## config.mk

```make
export PLATFORM = sky130hd
export DESIGN_NAME = atx_decoder
export DESIGN_NICKNAME = d
export VERILOG_FILES = /design/src/pkg/atx_pkg.sv /design/src/logic/atx_decoder.sv /design/src/logic/atx_target_reg.sv
export SDC_FILE = /design/constraint.sdc
export NUM_CORES = 1
export LEC_CHECK = 0
export ABC_AREA = 1
export BUFFER_PORTS_ARGS = -buffer_cell sky130_fd_sc_hd__buf_2
export CORE_UTILIZATION = 54
export DETAILED_ROUTE_END_ITERATION = 8
export GPL_ROUTABILITY_DRIVEN = 0
export PLACE_DENSITY = 0.88
export SLEW_MARGIN = 20
export SYNTH_ARGS = -nofsm -noshare
export SYNTH_HDL_FRONTEND = slang
export SYNTH_SLANG_ARGS = --single-unit
```

## constraint.sdc

```tcl
create_clock -name pclk -period 1.9 [get_ports pclk]
set_input_delay 0.095 -clock pclk [delete_from_list [all_inputs] [get_ports pclk]]
set_output_delay 0.095 -clock pclk [all_outputs]
set_load 0.01 [all_outputs]
```

## src/pkg/atx_pkg.sv

```systemverilog
package atx_pkg;

   // Register byte offsets on the APB side.
   localparam logic [7:0] OFS_INSTR = 8'h00;
   localparam logic [7:0] OFS_ACC = 8'h04;
   localparam logic [7:0] OFS_PTR = 8'h08;
   localparam logic [7:0] OFS_FLAGS = 8'h0C;
   localparam logic [7:0] OFS_TARGETS = 8'h10;

   // Instruction words, 10 bits wide.
   localparam int unsigned OPC_W = 10;
   localparam logic [9:0] OPC_DCT2 = 10'h20B;
   localparam logic [9:0] OPC_TICK = 10'h20D;
   localparam logic [9:0] OPC_CLK = 10'h216;
   localparam logic [9:0] OPC_TMR = 10'h2AA;
   localparam logic [9:0] OPC_STORE = 10'h2B0;
   localparam logic [9:0] OPC_STORE_MASK = 10'h3F0;

   // Field positions.
   localparam int unsigned NIB_W = 4;
   localparam int unsigned PTR_HIGH_LSB = 4;
   localparam int unsigned FLG_CARRY = 0;
   localparam int unsigned FLG_BUSY = 1;
   localparam int unsigned TGT_TICK_LSB = 4;
   localparam int unsigned TGT_RELOAD_LSB = 8;
   localparam int unsigned TGT_CLK_LSB = 12;
   localparam int unsigned TGT_TMR_BIT = 16;

   // Reset values.
   localparam logic [3:0] NIB_RESET = 4'h0;
   localparam logic [9:0] OPC_RESET = 10'h000;
   localparam logic [31:0] WORD_ZERO = 32'h0000_0000;

endpackage : atx_pkg

```

## src/logic/atx_decoder.sv

```systemverilog
`timescale 1ns/1ps
module atx_decoder
   import atx_pkg::*;
(
   // Clock and reset
   input wire logic pclk,
   input wire logic presetn,
   // APB slave
   input wire logic psel,
   input wire logic penable,
   input wire logic pwrite,
   input wire logic [7:0] paddr,
   input wire logic [31:0] pwdata,
   output logic [31:0] prdata,
   output logic pready,
   output logic pslverr,
   // Display control two
   output logic [3:0] display_ctrl_two,
   output logic display_ctrl_two_we,
   // Display tick timer and its reload
   output logic [3:0] display_tick_timer,
   output logic [3:0] display_tick_reload,
   output logic display_tick_we,
   // Clock control
   output logic [3:0] clock_control_register,
   output logic clock_control_we,
   // Timer control bit
   output logic [0:0] timer_ctrl_bit_register,
   output logic timer_ctrl_we,
   // Data memory store
   output logic mem_we,
   output logic [7:0] mem_addr,
   output logic [3:0] mem_wdata
);

   logic [9:0] opcode;
   logic exec_pend;
   logic [3:0] accumulator;
   logic carry_flag;
   logic [3:0] ptr_high;
   logic [3:0] ptr_low;
   logic setup_cyc;
   logic wr_take;
   logic hit;
   logic [31:0] rd_word;
   logic is_dct2;
   logic is_tick;
   logic is_clk;
   logic is_tmr;
   logic is_store;

   assign setup_cyc = psel && !penable;
   assign wr_take = psel && penable && pwrite && pready;

   assign is_dct2 = exec_pend && (opcode == OPC_DCT2);
   assign is_tick = exec_pend && (opcode == OPC_TICK);
   assign is_clk = exec_pend && (opcode == OPC_CLK);
   assign is_tmr = exec_pend && (opcode == OPC_TMR);
   assign is_store = exec_pend && ((opcode & OPC_STORE_MASK) == OPC_STORE);

   // Address decode and read data, captured in the setup cycle so the
   // answer is ready in the first access cycle without wait states.
   always_comb begin
      hit = 1'b1;
      rd_word = WORD_ZERO;
      case (paddr)
         OFS_INSTR: rd_word[OPC_W-1:0] = opcode;
         OFS_ACC: rd_word[NIB_W-1:0] = accumulator;
         OFS_PTR: rd_word[2*NIB_W-1:0] = {ptr_high, ptr_low};
         OFS_FLAGS: begin
            rd_word[FLG_CARRY] = carry_flag;
            rd_word[FLG_BUSY] = exec_pend;
         end
         OFS_TARGETS: begin
            rd_word[NIB_W-1:0] = display_ctrl_two;
            rd_word[TGT_TICK_LSB +: NIB_W] = display_tick_timer;
            rd_word[TGT_RELOAD_LSB +: NIB_W] = display_tick_reload;
            rd_word[TGT_CLK_LSB +: NIB_W] = clock_control_register;
            rd_word[TGT_TMR_BIT] = timer_ctrl_bit_register[0];
         end
         default: hit = 1'b0;
      endcase
   end

   always_ff @(posedge pclk or negedge presetn) begin
      if (!presetn) begin
         prdata <= WORD_ZERO;
         pslverr <= 1'b0;
         pready <= 1'b0;
      end else begin
         pready <= 1'b1;
         if (setup_cyc) begin
            prdata <= rd_word;
            pslverr <= !hit;
         end
      end
   end

   // An instruction word written by software executes in the next cycle.
   always_ff @(posedge pclk or negedge presetn) begin
      if (!presetn) begin
         opcode <= OPC_RESET;
         exec_pend <= 1'b0;
      end else begin
         exec_pend <= wr_take && (paddr == OFS_INSTR);
         if (wr_take && (paddr == OFS_INSTR)) begin
            opcode <= pwdata[OPC_W-1:0];
         end
      end
   end

   // Accumulator and carry are written by software only; no transfer
   // instruction touches them.
   always_ff @(posedge pclk or negedge presetn) begin
      if (!presetn) begin
         accumulator <= NIB_RESET;
         carry_flag <= 1'b0;
      end else if (wr_take) begin
         if (paddr == OFS_ACC) begin
            accumulator <= pwdata[NIB_W-1:0];
         end
         if (paddr == OFS_FLAGS) begin
            carry_flag <= pwdata[FLG_CARRY];
         end
      end
   end

   // The store instruction wins over a software write of the pointer in
   // the same cycle, so the XOR result is never lost.
   always_ff @(posedge pclk or negedge presetn) begin
      if (!presetn) begin
         ptr_high <= NIB_RESET;
         ptr_low <= NIB_RESET;
      end else if (is_store) begin
         ptr_high <= ptr_high ^ opcode[NIB_W-1:0];
      end else if (wr_take && (paddr == OFS_PTR)) begin
         ptr_low <= pwdata[NIB_W-1:0];
         ptr_high <= pwdata[PTR_HIGH_LSB +: NIB_W];
      end
   end

   always_ff @(posedge pclk or negedge presetn) begin
      if (!presetn) begin
         mem_we <= 1'b0;
         mem_addr <= {NIB_RESET, NIB_RESET};
         mem_wdata <= NIB_RESET;
      end else begin
         mem_we <= is_store;
         if (is_store) begin
            mem_addr <= {ptr_high, ptr_low};
            mem_wdata <= accumulator;
         end
      end
   end

   // Each strobe rises in the cycle in which its target already holds
   // the new value; the clock strobe depends on its own opcode only.
   always_ff @(posedge pclk or negedge presetn) begin
      if (!presetn) begin
         display_ctrl_two_we <= 1'b0;
         display_tick_we <= 1'b0;
         clock_control_we <= 1'b0;
         timer_ctrl_we <= 1'b0;
      end else begin
         display_ctrl_two_we <= is_dct2;
         display_tick_we <= is_tick;
         clock_control_we <= is_clk;
         timer_ctrl_we <= is_tmr;
      end
   end

   atx_target_reg #(.WIDTH(NIB_W)) u_dct2 (
      .pclk(pclk),
      .presetn(presetn),
      .load(is_dct2),
      .d(accumulator),
      .q(display_ctrl_two)
   );

   // Count and reload are loaded by the same term.
   atx_target_reg #(.WIDTH(NIB_W)) u_tick (
      .pclk(pclk),
      .presetn(presetn),
      .load(is_tick),
      .d(accumulator),
      .q(display_tick_timer)
   );

   atx_target_reg #(.WIDTH(NIB_W)) u_reload (
      .pclk(pclk),
      .presetn(presetn),
      .load(is_tick),
      .d(accumulator),
      .q(display_tick_reload)
   );

   atx_target_reg #(.WIDTH(NIB_W)) u_clk (
      .pclk(pclk),
      .presetn(presetn),
      .load(is_clk),
      .d(accumulator),
      .q(clock_control_register)
   );

   // Only bit zero of the accumulator reaches the timer bit.
   atx_target_reg #(.WIDTH(1)) u_tmr (
      .pclk(pclk),
      .presetn(presetn),
      .load(is_tmr),
      .d(accumulator[0:0]),
      .q(timer_ctrl_bit_register)
   );

   a_dct2_load: assert property (@(posedge pclk)
      disable iff (!presetn)
      is_dct2 |=> display_ctrl_two_we &&
         display_ctrl_two == $past(accumulator))
      else $error("display control two not loaded from accumulator");

   a_tick_pair: assert property (@(posedge pclk)
      disable iff (!presetn)
      is_tick |=> display_tick_we &&
         display_tick_timer == $past(accumulator) &&
         display_tick_reload == $past(accumulator))
      else $error("tick timer and reload not loaded together");

   a_store_addr: assert property (@(posedge pclk)
      disable iff (!presetn)
      is_store |=> mem_we && mem_addr == $past({ptr_high, ptr_low}) &&
         mem_wdata == $past(accumulator))
      else $error("memory store address or data wrong");

   a_xor_high: assert property (@(posedge pclk) disable iff (!presetn)
      is_store |=> ptr_high == ($past(ptr_high) ^ $past(opcode[3:0])))
      else $error("pointer high field not xored with immediate");

   a_clk_load: assert property (@(posedge pclk) disable iff (!presetn)
      is_clk |=> clock_control_register == $past(accumulator) &&
         $stable(display_ctrl_two) && $stable(display_tick_timer) &&
         $stable(timer_ctrl_bit_register) && $stable(ptr_high))
      else $error("clock mode load changed other state");

   a_tmr_bit: assert property (@(posedge pclk) disable iff (!presetn)
      is_tmr |=> timer_ctrl_we &&
         timer_ctrl_bit_register[0] == $past(accumulator[0]))
      else $error("timer bit not loaded from accumulator bit zero");

   a_clk_only: assert property (@(posedge pclk) disable iff (!presetn)
      clock_control_we |-> !display_ctrl_two_we && !display_tick_we &&
         !timer_ctrl_we && !mem_we)
      else $error("clock mode load strobed another target");

   a_carry_keep: assert property (@(posedge pclk)
      disable iff (!presetn)
      exec_pend |=> $stable(carry_flag) && $stable(accumulator))
      else $error("transfer altered carry or accumulator");

endmodule : atx_decoder

```

## src/logic/atx_target_reg.sv

```systemverilog
`timescale 1ns/1ps
// Target register loaded by one decoded transfer instruction.
module atx_target_reg #(
   parameter int unsigned WIDTH = 4
) (
   // Clock and reset
   input wire logic pclk,
   input wire logic presetn,
   // Load
   input wire logic load,
   input wire logic [WIDTH-1:0] d,
   output logic [WIDTH-1:0] q
);

   always_ff @(posedge pclk or negedge presetn) begin
      if (!presetn) begin
         q <= '0;
      end else if (load) begin
         q <= d;
      end
   end

endmodule : atx_target_reg

```

### Word level (Yosys, flattened, before mapping)

Cells that the tools add are included.
W data, S select, Z words.

| operators by class | value |
|---|---|
| bitwise logic cells | 2 |
| eq/ne operators | 9 |
| reductions and logical operators | 19 |
| muxes and demuxes | 8 |

Operators with widths:

| kind | count |
|---|---|
| $eq A10 B10 Y1 const B | 4 |
| $eq A8 B4 Y1 const B | 2 |
| $pmux W4 S3 | 1 |
| $logic_and A1 B1 Y1 | 11 |
| $pmux W2 S5 | 1 |
| $eq A8 B3 Y1 const B | 1 |
| $eq A8 B5 Y1 const B | 1 |
| $logic_not A8 Y1 | 1 |
| $mux W4 | 2 |
| $pmux W2 S4 | 1 |
| $mux W7 | 1 |
| $eq A6 B6 Y1 const B | 1 |
| $reduce_and A2 Y1 | 3 |
| $reduce_or A5 Y1 | 1 |
| $pmux W2 S2 | 1 |
| $xor A4 B4 Y4 | 1 |
| $logic_not A1 Y1 | 2 |
| $reduce_bool A2 Y1 | 1 |
| $mux W1 | 1 |
| $not A1 Y1 | 1 |

| word-level totals | value |
|---|---|
| input bits | 45 |
| register bits | 73 |
| output and inout port bits | 68 |
| word-level logic and storage cells | 58 |

### Depth between registers and ports, before layout

Gate-level depths: netlist (run 1).

| depth | value |
|---|---|
| depth after elaboration | 6 |
| gate-level depth with buffers | 10 |
| gate-level depth less buffers | 9 |

### Cells and area by module

From an unflattened synthesis (run 1), not the netlist that was laid out.

| second synthesis, totals | value |
|---|---|
| cells, all modules | 444 |
| area, all modules | 3580.9 µm² |

By module, submodules not included:

| module | cells each | instances | area an instance (µm²) |
|---|---|---|---|
| atx_decoder | 371 | 1 | 2945.3 |
| atx_target_reg at u_clk ... | 17 | 4 | 148.9 |
| atx_target_reg at u_tmr | 5 | 1 | 40.0 |

### Least setup slack after synthesis (run 1)

No wires, ideal clock.

| timing | value |
|---|---|
| kind | register to register |
| start | register opcode[8] |
| end | register mem_addr[0] |
| path slack | 0.694 ns |
| period minus slack after synthesis | 1.206 ns |
| data arrival time | 1.089 ns |
| library setup time | 0.117 ns |
| path buffers | 1 |
| stages on the path, launching flop included | 8 |
| required time | 1.783 ns |
| cells stage by stage | dfrtp_1 -> inv_1 -> nand4_1 -> nor2_4 -> inv_2 -> buf_4 -> nand2_1 -> nand2_1 |

| on the way | value |
|---|---|
| cells in the longest elaborated chain, start to end | 2 |

RTL lines:

| what | line | text |
|---|---|---|
| start: declaration | atx_decoder.sv:36 | `logic [9:0] opcode;` |
| start signal: assignment | atx_decoder.sv:107 | `opcode <= pwdata[OPC_W-1:0];` |
| $eq A6 B6 Y1 | atx_decoder.sv:59 | `assign is_store = exec_pend && ((opcode & OPC_STORE_MASK) == OPC_STORE);` |
| $logic_and A1 B1 Y1 | atx_decoder.sv:59 |  |
| end signal: assignment | atx_decoder.sv:145 | `mem_addr <= {NIB_RESET, NIB_RESET};` |
| end signal: assignment | atx_decoder.sv:150 | `mem_addr <= {ptr_high, ptr_low};` |
| end: declaration | atx_decoder.sv:32 | `output logic [7:0] mem_addr,` |

Every way passes these cells.
A chain may end at the register's enable or synchronous reset.

### Final worst setup path (run 1)

| timing | value |
|---|---|
| start | register opcode[5] |
| end | register ptr_low[3] |

| on the way | value |
|---|---|
| cells in the longest elaborated chain, start to end | 4 |

RTL lines:

| what | line | text |
|---|---|---|
| $eq A6 B6 Y1 | atx_decoder.sv:59 |  |
| $logic_and A1 B1 Y1 | atx_decoder.sv:59 |  |
| $not A1 Y1 (no line) | - |  |
| $reduce_and A2 Y1 (no line) | - |  |
| end signal: assignment | atx_decoder.sv:137 | `ptr_low <= pwdata[NIB_W-1:0];` |
| end: declaration | atx_decoder.sv:41 | `logic [3:0] ptr_low;` |

Every way passes these cells.

==> results of run 1 <==
[synthesized netlist by cell type]
| cell type | count |
|---|---|
| xor2_1 | 4 |
| dfrtp_1 | 73 |
| buf_6 | 3 |
| nor2_4 | 2 |
| inv_1 | 47 |
| nor4_4 | 1 |
| or2_2 | 1 |
| nor3_4 | 1 |
| or2_0 | 1 |
| o21ai_1 | 10 |
| nand3_4 | 1 |
| nand2_4 | 1 |
| conb_1 | 2 |
| o21ai_2 | 6 |
| nor4_1 | 1 |
| clkinv_1 | 1 |
| nand4_1 | 3 |
| inv_2 | 3 |
| nand3_1 | 18 |
| nor3_1 | 3 |
| a31oi_1 | 1 |
| nor2_1 | 13 |
| nand2_1 | 131 |
| nand4_2 | 1 |
| nor2_2 | 3 |
| nand2_2 | 4 |
| buf_4 | 21 |
| o21ai_0 | 43 |
| buf_2 | 1 |
| a21oi_1 | 4 |
| clkbuf_1 | 2 |
[per-stage QoR]
stage	hold WS [ns]	util (%)
floorplan	-0.2006	-
global placement	0.1126	63.27
detailed placement	0.1198	63.27
CTS	0.005787	67.90
global route	0.01670	67.90
finish	0.01196	67.90
[cell type report]
class,instances,area [µm²]
clock buffers,10,127.6
flip-flops and latches,73,1827
fillers,476,1934
inverters,51,191.4
clock inverters,6,91.34
well taps,75,93.84
multi-input cells,269,1267
repair buffers,87,493.0
[worst register-to-register path, delay by kind of cell (launching register included)]
| family | cells | cell delay (ns) |
|---|---|---|
| buf+inv | 2 | 0.37 |
| flops | 1 | 0.44 |
| compound gates | 1 | 0.08 |
| simple gates | 5 | 0.57 |
[final timing paths]
| kind | start | endpoint | slack (ns) |
|---|---|---|---|
| worst min-delay path | pwdata[6] | opcode[6] | 0.01 |
| worst min register to register | mem_addr[2] | mem_addr[2] | 0.48 |
| min in group asynchronous | presetn | mem_addr[6] | 0.27 |
| max in group asynchronous | presetn | carry_flag | 0.97 |
| worst max register to register | opcode[5] | ptr_low[3] | 0.33 |
| worst max-delay path | opcode[5] | ptr_low[3] | 0.33 |
[routing by layer]
layer  vias up  wire [µm]  global-route usage (%)
met5         -          0                       0
met4         0        185                   12.11
met3        23        617                   5.333
met2       166       3796                   42.23
met1      1355       3179                   33.33
li1       1407          -                       -
[cells by family after synthesis]
logic type / after synthesis / share of synthesized area, %
other cells: 2 / 0.2185
compound gates: 64 / 10.01
xor+xnor: 4 / 1.019
buf+inv: 78 / 11.50
flops: 73 / 53.15
simple gates: 185 / 24.10
[report_power, final]
part / total [mW] / internal, mW / switching (mW)
registers: 1.58 / 1.57 / 0.0136
logic: 0.192 / 0.0650 / 0.127
clock network: 1.33 / 0.746 / 0.582
[timing repair]
| action | in CTS | in global routing |
|---|---|---|
| endpoints found under the hold margin | 28 | 0 |
| hold buffers | 6 | 0 |
| setup buffers | 0 | 0 |
==> results.json, run 1 <==
{
  "worstSetupPathType": "reg -> reg",
  "vias": 2951,
  "final_hold_viol_count": 0,
  "final-instance-count-excl-fill": 571,
  "insertion_delay_ns": 0.35,
  "rr_worst_depth": 8,
  "slew_viol_final": 0,
  "io_pins": 113,
  "crit_path_start_kind": "flip-flop",
  "die_w_um": 81.78,
  "status": "finished clean",
  "num_rows": 28,
  "finalInstanceArea_um2": 4091,
  "cts_inserted_buffers": 9,
  "fmax_mhz": 634.9,
  "clk_pin_slew_ns": 0.08,
  "detailed_place_hpwl_mm": 5.612,
  "ir_worst_vdd_mv": 0.5759,
  "drtPass1Iterations": 5,
  "maxCapViolations": 0,
  "ys_ff_latch": 73,
  "crit_fanout": 22,
  "grt_max_degree": 35,
  "num_antenna_cells": 0,
  "hold_path.class": "in -> reg",
  "cts.path.max_buffers": 2,
  "grt_usage_pct": 26.00,
  "io_buffer_count": 75,
  "min_path_cells": 3,
  "crit_top_cell": "nand2_1",
  "ctsResizeCount": 0,
  "powerDensity_nw_per_um2": 758.9,
  "cp.depth": 8,
  "setup_tns_ns": 0,
  "synth_cell_types": 31,
  "synth_top_area_share_pct": 53.15,
  "final_common_cell": "nand2_1",
  "leakage_nw": 2.304,
  "cts_root_buf": "clkbuf_8",
  "place_inst": 549,
  "relSlewSlack_pct": 60.82,
  "placedInstanceArea_um2": 3812,
  "largest_reg_flops": 17,
  "tightest_slew_ns": 0.5877,
  "required_ns": 2.13,
  "timing.final.ws_setup_ns": 0.3250,
  "rsz0062_at_grt": "false",
  "synth_cells": 406,
  "total_power_mw": 3.105,
  "pre_cts_ws_ns": 0.3869,
  "ant_nets": 0,
  "wl_per_cell_um": 13.62,
  "synth_area_leaders": "dfrtp_1 53%, nand2_1 14%, o21ai_0 6.3%, inv_1 5.1%, buf_4 4.6%",
  "top_regs": "prdata (17), opcode (10), mem_addr (8)",
  "layout_common_cells": "131 x nand2_1, 75 x buf_2, 73 x dfrtp_1",
  "cts_sinks": 73,
  "wirelength_mm": 7.779,
  "regMostFlops": "prdata",
  "endpoint_kind": "flip-flop",
  "cpPeakStageDelay_ns": 0.44,
  "cts_tree": "built",
  "die-area_um2": 6688,
  "finalClockSkew_ns": 0.007588,
  "post-route-period-util_pct": 82.89,
  "slowest_stage": "dfrtp_1",
  "start_util_pct": 57.04,
  "cts_max_level": 3,
  "fin_crit_ns": 1.575,
  "path_delay_family": "simple AND/OR/NAND/NOR gates",
  "setup_viol": 0,
  "avgViaCountPerCell": 5.168,
  "grt_pass1_wl_mm": 12.82,
  "synth.largest_area_cell": "dfrtp_1",
  "grt_pass1_vias": 2773,
  "yosys_warnings": 0,
  "antenna_found_initial": 0,
  "drc": 0,
  "yosysSeqAreaShare_pct": 53.15,
  "critPathBufInv": 2,
  "syn_avg_cell_area_um2": 8.466,
  "final_nets": 536,
  "syn_to_final_growth_pct": 19.04,
  "crit_chain": "nand2_1 -> inv_1 -> nand2_1 -> nor2_4 -> inv_2 -> nand3_4 -> nand2_1 -> o21ai_1",
  "drive_gt1_share_pct": 24.19,
  "grt_overflow_total": 0,
  "die_h_um": 81.78,
  "syn_area_um2": 3437,
  "drtIter0Drc": 218,
  "arrival_ns": 1.81,
  "coreArea_um2": 6026
}
Power figures use the tool's default switching activity.
==> inputs of run 2 (changes only) <==
CORE_UTILIZATION = 51   (was 54)
PLACE_DENSITY = 0.84   (was 0.88)
clock period = 1.5 ns   (was 1.9 ns; I/O delays follow)
==> results.json, run 2 (synthesis gave the netlist of run 1 again) <==
{
  "status": "finished with violations",
  "violations": "design-rule violations",
  "final_common_cell": "nand2_1",
  "final_util_pct": 65.09,
  "antenna_found_initial": 0,
  "largest_reg_flops": 17,
  "arrival_ns": 1.62,
  "final_nets": 545,
  "required_ns": 1.73,
  "wl_per_cell_um": 12.98,
  "powerDensity_nw_per_um2": 940.3,
  "num_antenna_cells": 0,
  "num-fill-cells": 554,
  "drtPass1Iterations": 7,
  "cp.depth": 6,
  "cts.path.max_buffers": 2,
  "slowest_stage": "dfrtp_1",
  "grt_pass1_wl_mm": 13.27,
  "cpPeakStageDelay_ns": 0.47,
  "slew_viol_final": 0,
  "finalClockSkew_ns": 0.008698,
  "endpoint_kind": "flip-flop",
  "reg2reg_slack_ns": 0.11,
  "cts_root_buf": "clkbuf_8",
  "path_delay_family": "simple AND/OR/NAND/NOR gates",
  "crit_chain": "inv_1 -> nand4_1 -> nor3_1 -> nand2_2 -> nand2_1 -> o21ai_0",
  "die_w_um": 84.10,
  "top_regs": "prdata (17), opcode (10), mem_addr (8)",
  "worstSetupPathType": "reg -> reg",
  "cts_inserted_buffers": 9,
  "crit_path_start_kind": "flip-flop",
  "fin_crit_ns": 1.392,
  "setup_tns_ns": 0,
  "die_h_um": 84.10,
  "wirelength_mm": 7.540,
  "setup_viol": 0,
  "grt_pass1_vias": 2869,
  "place_inst": 555,
  "regMostFlops": "prdata",
  "cts_max_level": 3,
  "detailed_place_hpwl_mm": 5.527,
  "io_pins": 113,
  "rr_worst_depth": 6,
  "coreArea_um2": 6422,
  "hold_path.class": "in -> reg",
  "cts_tree": "built",
  "grt_max_degree": 60,
  "ir_worst_vdd_mv": 0.6409,
  "insertion_delay_ns": 0.36,
  "cts_sinks": 73,
  "final-instance-count-excl-fill": 581,
  "die-area_um2": 7072,
  "whs_ns": 0.1483,
  "drtIter0Drc": 193,
  "min_path_cells": 5,
  "num_rows": 29,
  "fmax_mhz": 718.4,
  "start_util_pct": 53.52,
  "drc": 12,
  "final_hold_viol_count": 0,
  "ant_nets": 0,
  "grt_overflow_total": 0,
  "maxCapViolations": 0,
  "drive_gt1_share_pct": 25.00,
  "leakage_nw": 2.339,
  "critPathBufInv": 1,
  "syn_to_final_growth_pct": 21.62,
  "avgViaCountPerCell": 4.969,
  "layout_common_cells": "130 x nand2_1, 75 x buf_2, 73 x dfrtp_1",
  "clk_pin_slew_ns": 0.07,
  "io_buffer_count": 75,
  "post-route-period-util_pct": 92.79,
  "grt_usage_pct": 24.17,
  "vias": 2887,
  "crit_fanout": 9
}
==> run 2: cell count changes in the layout (fill, tap and decap cells not counted), sizes merged <==
cell         change
dlygate4sd3      +5
clkinv           -2
inv              -1
clkinvlp         +2
buf              +4
==> run 2: tightest hold or removal path, delay by kind of cell <==
kind	cells	cell delay, ns
AOI/OAI and AO/OA	1	0.07
and+or+nand+nor	3	0.19
buffers and inverters	1	0.12
==> run 2: stage by stage <==
step	cell area (µm²)	power, mW	setup slack, ns
4_1_cts	4173	3.965	0.1131
5_1_grt	4180	4.081	-0.007049
3_5_place_dp	3845	2.276	0.1488
6_report	4180	3.931	0.1081
3_3_place_gp	3845	2.270	0.1928
2_1_floorplan	3490	2.177	0.2945
==> run 2: worst paths after layout <==
check                           from         end
setup / recovery           opcode[0]  u_clk.q[3]
setup reg to reg           opcode[0]  u_clk.q[3]
min in group asynchronous    presetn      mem_we
hold reg to reg            prdata[6]   prdata[6]
max in group asynchronous    presetn  u_clk.q[0]
hold / removal              paddr[3]  carry_flag
==> run 2: where the power goes <==
group | total [mW] | leakage (nW) | internal (mW) | switching (mW)
Clock | 1.67 | 0.104 | 0.968 | 0.705
Combinational | 0.249 | 1.28 | 0.0929 | 0.157
Sequential | 2.01 | 0.957 | 1.99 | 0.0164
Total | 3.93 | 2.34 | 3.05 | 0.878
==> run 2: cell type report <==
type / instances / area [µm²] / area share [%]
multi-input cells: 269 / 1275 / 30.50
flip-flops and latches: 73 / 1827 / 43.70
repair buffers: 96 / 573.1 / 13.71
inverters: 51 / 191.4 / 4.579
clock buffers: 10 / 137.6 / 3.292
clock inverters: 5 / 80.08 / 1.916
well taps: 77 / 96.34 / 2.305
==> run 2: repair_timing <==
item / in CTS / in global routing
hold endpoints to repair: 37 / 0
setup buffers: 0 / 0
hold buffers: 11 / 0
setup endpoints to repair: 0 / 6
gates resized for setup: 0 / 2
==> run 2: per-layer routing <==
layer | share of wire (%) | up-vias | GRT usage [%]
met1 | 43 | 1336 | 30.97
met3 | 6.6 | 18 | 6.726
met4 | 1.9 | 0 | 8.777
met5 | 0 | - | 0
met2 | 49 | 102 | 39.34
li1 | - | 1431 | -
